## src/riar_pkg.sv

```systemverilog
// Constants for the remote I2C alias remap table
//
// Behaviour
// - Each target entry holds 7-bit address, resets zero
// - Each alias entry holds 7-bit address, resets zero
// - Matched alias is swapped for target before forwarding
// - Substitute comes from target of same index
// - Zero target entry blocks forwarding for that index
// - Zero alias entry matches nothing for that index
// - Port select steers target entry accesses to port 1
// - Port select steers alias entry accesses to port 1
package riar_pkg;

  // ----------------------------------------------------------------
  // Register indices (byte address is four times the index)
  // ----------------------------------------------------------------
  localparam logic [7:0] IDX_TARGET_5 = 8'h74;
  localparam logic [7:0] IDX_TARGET_6 = 8'h75;
  localparam logic [7:0] IDX_TARGET_7 = 8'h76;
  localparam logic [7:0] IDX_ALIAS_1 = 8'h77;
  localparam logic [7:0] IDX_ALIAS_2 = 8'h78;
  localparam logic [7:0] IDX_PORT_CTRL = 8'h7E;

  // ----------------------------------------------------------------
  // Field layout and reset values
  // ----------------------------------------------------------------
  localparam int ADDR_MSB = 7;
  localparam int ADDR_LSB = 1;
  localparam int PORT_SEL_BIT = 0;
  localparam logic [6:0] ENTRY_RESET = 7'h00;
  localparam logic [6:0] ENTRY_OFF = 7'h00;
  localparam logic PORT_SEL_RESET = 1'b0;
  localparam int NUM_ENTRIES = 7;
  localparam int NUM_PORTS = 2;
  localparam int APB_ADDR_W = 12;

endpackage

```

## src/riar_match.sv

```systemverilog
// Alias lookup across all seven entries of one link port
`timescale 1ns/10ps
module riar_match (
  // Table of the selected port, entry 1 in the low bits
  input wire logic [48:0] i_alias_flat,
  input wire logic [48:0] i_target_flat,
  // Incoming address byte
  input wire logic [7:0] i_addr_byte,
  // Lookup result
  output logic o_hit,
  output logic [2:0] o_index,
  output logic [7:0] o_remap_byte
);

  logic [6:0] hit_vec;

  genvar g;
  generate
    for (g = 0; g < 7; g++) begin : g_entry
      assign hit_vec[g] =
        (i_alias_flat[g*7 +: 7] != riar_pkg::ENTRY_OFF) &&
        (i_target_flat[g*7 +: 7] != riar_pkg::ENTRY_OFF) &&
        (i_alias_flat[g*7 +: 7] == i_addr_byte[7:1]);
    end
  endgenerate

  // Lowest matching index wins
  always_comb begin
    o_hit = 1'b0;
    o_index = 3'h0;
    o_remap_byte = 8'h00;
    for (int i = 6; i >= 0; i--) begin
      if (hit_vec[i]) begin
        o_hit = 1'b1;
        o_index = 3'(i + 1);
        o_remap_byte = {i_target_flat[i*7 +: 7], i_addr_byte[0]};
      end
    end
  end

endmodule

```

## src/riar_top.sv

```systemverilog
// Alias remap table with APB register access and address translator
`timescale 1ns/10ps
module riar_top (
  // Clock and reset
  input wire logic i_core_clk,
  input wire logic i_rst,
  // APB slave
  input wire logic i_psel,
  input wire logic i_penable,
  input wire logic i_pwrite,
  input wire logic [riar_pkg::APB_ADDR_W-1:0] i_paddr,
  input wire logic [31:0] i_pwdata,
  output logic [31:0] o_prdata,
  output logic o_pready,
  output logic o_pslverr,
  // Entries held elsewhere in the register file, per port
  input wire logic [27:0] i_p0_target_1to4,
  input wire logic [27:0] i_p1_target_1to4,
  input wire logic [34:0] i_p0_alias_3to7,
  input wire logic [34:0] i_p1_alias_3to7,
  // Address request from the local I2C controller
  input wire logic i_req_valid,
  input wire logic i_req_port,
  input wire logic [7:0] i_req_addr_byte,
  // Forwarded address toward the control channel
  output logic o_fwd_valid,
  output logic [7:0] o_fwd_addr_byte,
  output logic [2:0] o_fwd_index,
  output logic o_fwd_port,
  output logic o_req_nomatch,
  // Port select state
  output logic o_second_port_select
);

  // ----------------------------------------------------------------
  // Storage
  // ----------------------------------------------------------------
  logic [6:0] target_q [riar_pkg::NUM_PORTS][3];
  logic [6:0] alias_q [riar_pkg::NUM_PORTS][2];
  logic port_sel_q;
  logic [31:0] prdata_q;
  logic pready_q;
  logic pslverr_q;

  logic [7:0] idx;
  logic setup;
  logic wr_en;
  logic mapped;
  logic [7:0] rd_byte;

  assign idx = i_paddr[9:2];
  assign setup = i_psel && !i_penable;
  assign wr_en = i_psel && i_penable && pready_q && i_pwrite && !pslverr_q;
  assign mapped = (i_paddr[1:0] == 2'h0) &&
                  (i_paddr[riar_pkg::APB_ADDR_W-1:10] == '0) &&
                  ((idx >= riar_pkg::IDX_TARGET_5 &&
                    idx <= riar_pkg::IDX_ALIAS_2) ||
                   idx == riar_pkg::IDX_PORT_CTRL);

  // ----------------------------------------------------------------
  // Table writes, one copy per link port
  // ----------------------------------------------------------------
  genvar p;
  generate
    for (p = 0; p < riar_pkg::NUM_PORTS; p++) begin : g_port
      always_ff @(posedge i_core_clk or posedge i_rst) begin
        if (i_rst) begin
          for (int k = 0; k < 3; k++) begin
            target_q[p][k] <= riar_pkg::ENTRY_RESET;
          end
          for (int k = 0; k < 2; k++) begin
            alias_q[p][k] <= riar_pkg::ENTRY_RESET;
          end
        end else if (wr_en && (port_sel_q == 1'(p))) begin
          case (idx)
            riar_pkg::IDX_TARGET_5: begin
              target_q[p][0] <= i_pwdata[riar_pkg::ADDR_MSB:
                                         riar_pkg::ADDR_LSB];
            end
            riar_pkg::IDX_TARGET_6: begin
              target_q[p][1] <= i_pwdata[riar_pkg::ADDR_MSB:
                                         riar_pkg::ADDR_LSB];
            end
            riar_pkg::IDX_TARGET_7: begin
              target_q[p][2] <= i_pwdata[riar_pkg::ADDR_MSB:
                                         riar_pkg::ADDR_LSB];
            end
            riar_pkg::IDX_ALIAS_1: begin
              alias_q[p][0] <= i_pwdata[riar_pkg::ADDR_MSB:
                                        riar_pkg::ADDR_LSB];
            end
            riar_pkg::IDX_ALIAS_2: begin
              alias_q[p][1] <= i_pwdata[riar_pkg::ADDR_MSB:
                                        riar_pkg::ADDR_LSB];
            end
            default: begin
            end
          endcase
        end
      end
    end
  endgenerate

  // ----------------------------------------------------------------
  // Port select control
  // ----------------------------------------------------------------
  always_ff @(posedge i_core_clk or posedge i_rst) begin
    if (i_rst) begin
      port_sel_q <= riar_pkg::PORT_SEL_RESET;
    end else if (wr_en && idx == riar_pkg::IDX_PORT_CTRL) begin
      port_sel_q <= i_pwdata[riar_pkg::PORT_SEL_BIT];
    end
  end

  // ----------------------------------------------------------------
  // Read mux, reserved bit 0 reads zero
  // ----------------------------------------------------------------
  always_comb begin
    rd_byte = 8'h00;
    case (idx)
      riar_pkg::IDX_TARGET_5: begin
        rd_byte = {target_q[port_sel_q][0], 1'b0};
      end
      riar_pkg::IDX_TARGET_6: begin
        rd_byte = {target_q[port_sel_q][1], 1'b0};
      end
      riar_pkg::IDX_TARGET_7: begin
        rd_byte = {target_q[port_sel_q][2], 1'b0};
      end
      riar_pkg::IDX_ALIAS_1: begin
        rd_byte = {alias_q[port_sel_q][0], 1'b0};
      end
      riar_pkg::IDX_ALIAS_2: begin
        rd_byte = {alias_q[port_sel_q][1], 1'b0};
      end
      riar_pkg::IDX_PORT_CTRL: begin
        rd_byte = {7'h00, port_sel_q};
      end
      default: begin
        rd_byte = 8'h00;
      end
    endcase
  end

  // ----------------------------------------------------------------
  // APB answer: one access cycle, captured in setup
  // ----------------------------------------------------------------
  always_ff @(posedge i_core_clk or posedge i_rst) begin
    if (i_rst) begin
      pready_q <= 1'b0;
      pslverr_q <= 1'b0;
      prdata_q <= 32'h0000_0000;
    end else begin
      pready_q <= setup;
      if (setup) begin
        pslverr_q <= !mapped;
        prdata_q <= (mapped && !i_pwrite) ? {24'h00_0000, rd_byte} :
                    32'h0000_0000;
      end else if (pready_q) begin
        pslverr_q <= 1'b0;
        prdata_q <= 32'h0000_0000;
      end
    end
  end

  assign o_pready = pready_q;
  assign o_pslverr = pslverr_q;
  assign o_prdata = prdata_q;
  assign o_second_port_select = port_sel_q;

  // ----------------------------------------------------------------
  // Address translation
  // ----------------------------------------------------------------
  logic [48:0] alias_flat;
  logic [48:0] target_flat;
  logic hit;
  logic [2:0] hit_idx;
  logic [7:0] remap_byte;

  always_comb begin
    if (i_req_port) begin
      alias_flat = {i_p1_alias_3to7, alias_q[1][1], alias_q[1][0]};
      target_flat = {target_q[1][2], target_q[1][1], target_q[1][0],
                     i_p1_target_1to4};
    end else begin
      alias_flat = {i_p0_alias_3to7, alias_q[0][1], alias_q[0][0]};
      target_flat = {target_q[0][2], target_q[0][1], target_q[0][0],
                     i_p0_target_1to4};
    end
  end

  riar_match u_match (
    .i_alias_flat(alias_flat),
    .i_target_flat(target_flat),
    .i_addr_byte(i_req_addr_byte),
    .o_hit(hit),
    .o_index(hit_idx),
    .o_remap_byte(remap_byte)
  );

  always_ff @(posedge i_core_clk or posedge i_rst) begin
    if (i_rst) begin
      o_fwd_valid <= 1'b0;
      o_fwd_addr_byte <= 8'h00;
      o_fwd_index <= 3'h0;
      o_fwd_port <= 1'b0;
      o_req_nomatch <= 1'b0;
    end else begin
      o_fwd_valid <= i_req_valid && hit;
      o_req_nomatch <= i_req_valid && !hit;
      if (i_req_valid && hit) begin
        o_fwd_addr_byte <= remap_byte;
        o_fwd_index <= hit_idx;
        o_fwd_port <= i_req_port;
      end
    end
  end

endmodule

```

## config.mk

```make
export PLATFORM = sky130hd
export DESIGN_NAME = riar_top
export DESIGN_NICKNAME = d
export VERILOG_FILES = /design/src/riar_pkg.sv /design/src/riar_match.sv /design/src/riar_top.sv
export SDC_FILE = /design/constraint.sdc
export NUM_CORES = 1
export LEC_CHECK = 0
export ABC_AREA = 0
export BUFFER_PORTS_ARGS = -buffer_cell sky130_fd_sc_hd__buf_2
export CAP_MARGIN = 20
export CORE_MARGIN = 4
export CORE_UTILIZATION = 45
export DETAILED_ROUTE_END_ITERATION = 16
export PLACE_DENSITY = 0.81
export SLEW_MARGIN = 20
export SYNTH_ARGS = -nofsm -noshare
export SYNTH_HDL_FRONTEND = slang
export SYNTH_SLANG_ARGS = --single-unit
```

## constraint.sdc

```tcl
create_clock -name i_core_clk -period 8.12 [get_ports i_core_clk]
set_input_delay 0.406 -clock i_core_clk [delete_from_list [all_inputs] [get_ports i_core_clk]]
set_output_delay 0.406 -clock i_core_clk [all_outputs]
set_load 0.02 [all_outputs]
```

==> flow_summary_export.csv, run 1 <==
group,metric,value,unit
power_and_ir_drop,p_per_area,151,mW/mm^2
hold_path,holdCritPathClass,"input port to asynchronous set/reset pin",
clock_network,cts_tree,"yes",
grt,antenna_found_initial,0,
yosys,netlist_area,0.00717,sq mm
grt,grt_pass1_wl,34500,microns
timing,min_period_over_period,0.509,
worst_setup_path,reg2reg_depth,7,
clock_network,numClockSinks,95,
place,place_congestion,0.908,
drt,wl_per_cell,20.5,microns
drt,drc,0,
floorplan,die-height,134,microns
worst_setup_path,regToRegSetupSlack,4.97,ns
timing,setup_violations,0,
grt,grt_pass1_vias,6556,
finish,area_growth,16.3,%
clock_network,cts_setup_buffers,0,
place,hpwlAfterDp,17000,microns
finish,final_common_cell,"buf_2",
finish,antenna_cells,0,
clock_network,root_buffer,"clkbuf_16",
timing,max_freq,242,MHz
drt,drt_iter0_markers,630,
finish,nFillCells,1395,
yosys,yosysTopAreaCell,"dfrtp_1",
timing,relSlewSlack,0.399,
run_status,outcome,"complete, no violations",
floorplan,die_w,134,microns
clock_network,htreeDepth,3,
grt,grt_max_degree,75,
worst_setup_path,cp.required,8.31,ns
worst_setup_path,crit_type,"input port to flip-flop",
yosys,ys_types,58,
yosys,synthCells,733,
floorplan,start_util,0.465,
timing,setup_tns,0,ns
yosys,syn_area_per_cell,9.78,sq um
clock_network,cts_hold_buf,0,
drt,drtPass1Iterations,6,
yosys,synth_warnings,0,
clock_network,numCtsBuffers,9,
run,drv_cap,0,
timing,period_needed,4.14,ns
finish,regArea,0.00238,sq mm
drt,detail-route-antenna-nets,0,
yosys,synthTopCellsByArea,"dfrtp_1 (33%), mux2i_1 (15%), mux2_2 (12%)",
worst_setup_path,arrival,4.33,ns
yosys,synth_seq_cells,95,
worst_setup_path,worstPathMaxFanout,74,
worst_setup_path,r2r_end,"o_fwd_port",
drt,drt-vias-per-instance,6.03,
worst_setup_path,critPathCaptureType,"flip-flop",
drt,drt_wl_total,22400,microns
yosys,yosysSeqAreaShare,0.332,
worst_setup_path,regToRegStartpoint,"target_q[19]",
clock_network,cts-resized-gates,0,
power_and_ir_drop,leakagePower,0.00397,uW
worst_setup_path,critPathLaunchType,"input port",
grt,grt_usage,0.239,
timing,hold_viol,0,
yosys,synth_edf_count,0,
timing,rsz0062_at_grt,"false",
finish,layout_common_cells,"buf_2 (184), mux2i_1 (110), dfrtp_1 (95), mux2_2 (79), nand2_1 (47)",
clock_network,clockBufferDepth,2,
floorplan,ioPinCount,234,
finish,multi_input_area,0.00435,sq mm
clock_network,clock_latency,0.35,ns
clock_network,clk_transition_reported_paths,0.07,ns
finish,final_nets,1062,
finish,drive_gt1_frac,0.337,
floorplan,num_rows,45,
grt,grt.overflow.total,0,
yosys,async_reset_ff_frac,1.00,
yosys,yosysTopAreaCellShare,0.332,
drt,routed-via-count,6591,
yosys,synth_top_flop_cell,"dfrtp_1",
timing,fin_skew,0.00709,ns
floorplan,coreArea,0.0154,sq mm
timing,tightestPinTransition,0.902,ns
place,port_buffers,185,
timing,slew_viol_final,0,
floorplan,dieArea,0.0180,sq mm
finish,fin_util,0.540,
power_and_ir_drop,ir_worst_vdd,0.000133,V
==> flip-flops by register name (all words and copies together) (netlist names), 3 cells and up <==
name,count
o_fwd_addr_byte,8
o_prdata,8
o_fwd_index,3
target_q,42
alias_q,28
==> power by group <==
part           leakage (uW)  switching (uW)  internal [uW]
Combinational       0.00251             165            110
Sequential          0.00129            18.3            501
Clock              0.000162             193            274
==> area by class of cell <==
class                      instances  share of cell area
multi-input combinational        569               0.522
clock inverter                     7              0.0123
timing repair buffer             190               0.116
clock buffer                       9              0.0270
sequential                        95               0.285
inverter                          12             0.00555
tap                              211              0.0317
==> per-stage QoR <==
step	std cells	setup slack [ns]	total power [uW]	area, sq um	hold slack [ns]
after floorplan	756	5.24	706	7260	0.501
after global placement	1077	3.77	798	8010	0.458
after detailed placement	1077	3.74	803	8010	0.478
after CTS	1093	4.10	1270	8340	0.126
after global routing	1093	3.78	1310	8340	0.166
final	1093	3.98	1260	8340	0.107
==> critical path, cell delays in order <==
cell,delay (ns)
buf_6,0.52
buf_4,0.81
mux2i_1,0.33
xnor2_1,0.11
nor4_2,0.31
nand4_2,0.45
and4_1,0.50
a2111oi_0,0.64
a221oi_1,0.17
==> routing by layer <==
metal / vias up / global-route usage / share of wire
li1: 2976 / - / -
met1: 3173 / 0.293 / 0.39
met2: 382 / 0.411 / 0.48
met4: 0 / 0.0820 / 0.033
met5: - / 0 / 0
met3: 60 / 0.0608 / 0.097
==> worst max-delay path by stage <==
stage               slack, ns  cells after the start                  to        from
detailed placement       3.74                      9  o_fwd_addr_byte[2]  i_req_port
global placement         3.77                      9      o_fwd_index[0]  i_req_port
global route             3.78                      9  o_fwd_addr_byte[6]  i_req_port
finish                   3.98                      9  o_fwd_addr_byte[2]  i_req_port
CTS                      4.10                      9  o_fwd_addr_byte[2]  i_req_port
floorplan                5.24                      1          alias_q[0]       i_rst
==> synth_stat cells (2+ instances only) <==
cell         n
xor2_1      38
buf_1       15
nor2_1      31
a31oi_1      5
and3b_1      2
xnor2_1     11
o311ai_0     7
buf_4       26
and3_1       7
buf_6        9
and2_1       2
mux2i_1    110
o21ai_0     25
a22oi_1     13
inv_1       12
a21oi_1     12
a221oi_1    14
mux2_4       2
or4_1        6
a21boi_0     2
nor3b_1      5
dfrtp_1     95
nand4_1     10
or3_1        4
nor4b_1      4
clkbuf_1    21
nor3_1      20
a2111oi_0    7
o22ai_1     12
nand2_1     47
mux2_2      79
nor4_1      30
nand3_1     12
o21ai_1      2
and4_1       3
nor4_2       2
buf_2        8
nand2b_1     3
==> cell families after synthesis <==
logic type,share of synthesized area
simple gates,0.152
mux,0.282
compound gates,0.100
flops,0.332
buf+inv,0.0742
xor+xnor,0.0599
other cells,0.000523
Power figures use the tool's default switching activity.
==> run 2: changes to the inputs <==
clock period = 4.2 ns   (was 8.12 ns; I/O delays follow)
==> flow_summary_export.csv, run 2 (synthesized netlist as in run 1, its figures left out) <==
group,metric,value,unit
floorplan,die_w,134,microns
clock_network,clock_latency,0.35,ns
drt,wl_per_cell,20.5,microns
grt,use_met1,0.309,
clock_network,clockBufferDepth,2,
grt,use_met3,0.0578,
timing,hold_viol,22,
finish,nFillCells,1381,
finish,top_regs,"target_q (42), alias_q (28)",
place,place_congestion,0.881,
finish,layout_common_cells,"buf_2 (184), mux2i_1 (110), dfrtp_1 (95), mux2_2 (79), nand2_1 (47)",
timing,min_period_over_period,0.753,
worst_setup_path,cp.required,4.40,ns
power_and_ir_drop,power,2450,uW
timing,setup_violations,0,
clock_network,cts_setup_buffers,0,
worst_setup_path,critPathLaunchType,"input port",
finish,final_common_cell,"buf_2",
power_and_ir_drop,power_frac_comb,0.218,
grt,antenna_found_initial,0,
floorplan,start_util,0.465,
finish,largest-register,"target_q",
timing,relSlewSlack,0.476,
worst_setup_path,worstPathMaxFanout,59,
drt,detail-route-antenna-nets,0,
clock_network,numCtsBuffers,9,
power_and_ir_drop,p_int,1710,uW
power_and_ir_drop,leakagePower,0.00399,uW
floorplan,die-height,134,microns
run,drv_cap,0,
drt,drt-vias-per-instance,5.96,
drt,drt_wl_total,22500,microns
grt,grt_use_met2,0.402,
power_and_ir_drop,ir_worst_vdd,0.000202,V
worst_setup_path,slowest_delay,0.66,ns
finish,area_growth,16.9,%
grt,grt_usage,0.243,
floorplan,coreArea,0.0154,sq mm
clock_network,root_buffer,"clkbuf_16",
floorplan,ioPinCount,234,
timing,max_freq,316,MHz
clock_network,clk_transition_reported_paths,0.08,ns
power_and_ir_drop,switchingPower,733,uW
worst_setup_path,crit_type,"input port to flip-flop",
finish,largest_reg_flops,42,
hold_path,holdCritPathClass,"input port to asynchronous set/reset pin",
grt,grt_pass1_vias,6566,
clock_network,cts-resized-gates,0,
clock_network,numClockSinks,95,
place,port_buffers,185,
clock_network,htreeDepth,3,
worst_setup_path,arrival,3.36,ns
power_and_ir_drop,swShare,0.300,
grt,grt_max_degree,60,
power_and_ir_drop,p_clk_frac,0.371,
worst_setup_path,critPathCaptureType,"flip-flop",
drt,drt_iter0_markers,630,
timing,fin_skew,0.0114,ns
timing,period_needed,3.16,ns
drt,drtPass1Iterations,5,
timing,slew_viol_final,0,
clock_network,cts_tree,"yes",
worst_setup_path,path_cells,"buf_6, buf_4, mux2i_1, nand3_1, nor3_1, or3_1, o21ai_0, a2111oi_0, a221oi_1",
place,hpwlAfterDp,17200,microns
grt,grt_pass1_wl,34900,microns
timing,tightestPinTransition,0.786,ns
drt,routed-via-count,6541,
power_and_ir_drop,p_seq_frac,0.410,
grt,busiest_layer,"met2",
floorplan,dieArea,0.0180,sq mm
timing,fin_hold_ws,-0.00846,ns
worst_setup_path,crit_slowest_cell,"or3_1",
finish,final_nets,1066,
run_status,violations,"hold timing",
floorplan,num_rows,45,
timing,rsz0062_at_grt,"false",
grt,grt.overflow.total,0,
finish,drive_gt1_frac,0.340,
run_status,outcome,"finished with violations",
finish,antenna_cells,0,
timing,setup_tns,0,ns
power_and_ir_drop,p_per_area,292,mW/mm^2
drt,drc,0,
clock_network,cts_hold_buf,0,
-- run 2: layout make-up --
cell class / count / area [sq um] / area share
inverter: 12 / 47.5 / 0.00567
clock inverter: 7 / 104 / 0.0124
sequential: 95 / 2380 / 0.284
tap: 211 / 264 / 0.0315
multi-input combinational: 569 / 4350 / 0.519
clock buffer: 9 / 225 / 0.0269
timing repair buffer: 194 / 1010 / 0.121
-- run 2: power groups by stage --
stage / Combinational (uW) / Clock, uW / Sequential, uW
4_1_cts: 534 / 917 / 1010
3_5_place_dp: 531 / 0 / 1020
5_1_grt: 574 / 960 / 1010
3_3_place_gp: 521 / 0 / 1020
6_report: 534 / 909 / 1000
2_1_floorplan: 282 / 0 / 1080
-- run 2: routing by layer --
metal	vias up	wire length [microns]	part of all wire
met5	-	0	0
met4	0	787	0.035
met3	65	2190	0.098
met2	376	10600	0.47
met1	3118	8850	0.39
li1	2982	-	-
-- run 2: worst max-delay path: cells and delay by family --
| family | cells | cell delay (ns) |
|---|---|---|
| buf+inv | 2 | 0.78 |
| compound gates | 3 | 1.02 |
| mux | 1 | 0.32 |
| simple gates | 3 | 0.99 |
-- run 2: final timing paths --
check | startpoint | endpoint | slack, ns | cells past startpoint
min | i_rst | target_q[6] | -0.008 | 2
max in group asynchronous | i_rst | o_fwd_addr_byte[4] | 3.22 | 3
min reg2reg | o_prdata[3] | o_prdata[3] | 0.49 | 2
max | i_req_port | o_fwd_addr_byte[2] | 1.04 | 9
min in group i_core_clk | i_penable | o_pready | 0.06 | 2
max reg2reg | target_q[20] | o_fwd_port | 1.11 | 7
-- run 2: per-stage QoR --
step	cell area, sq um	worst slack [ns]	util	hold WS, ns	std cells
2_1_floorplan	7260	1.51	-	0.313	756
3_3_place_gp	8050	0.862	0.522	0.424	1081
3_5_place_dp	8050	0.800	0.522	0.426	1081
4_1_cts	8380	1.12	0.543	0.0546	1097
5_1_grt	8380	0.756	0.543	0.0512	1097
6_report	8380	1.04	0.543	-0.00846	1097
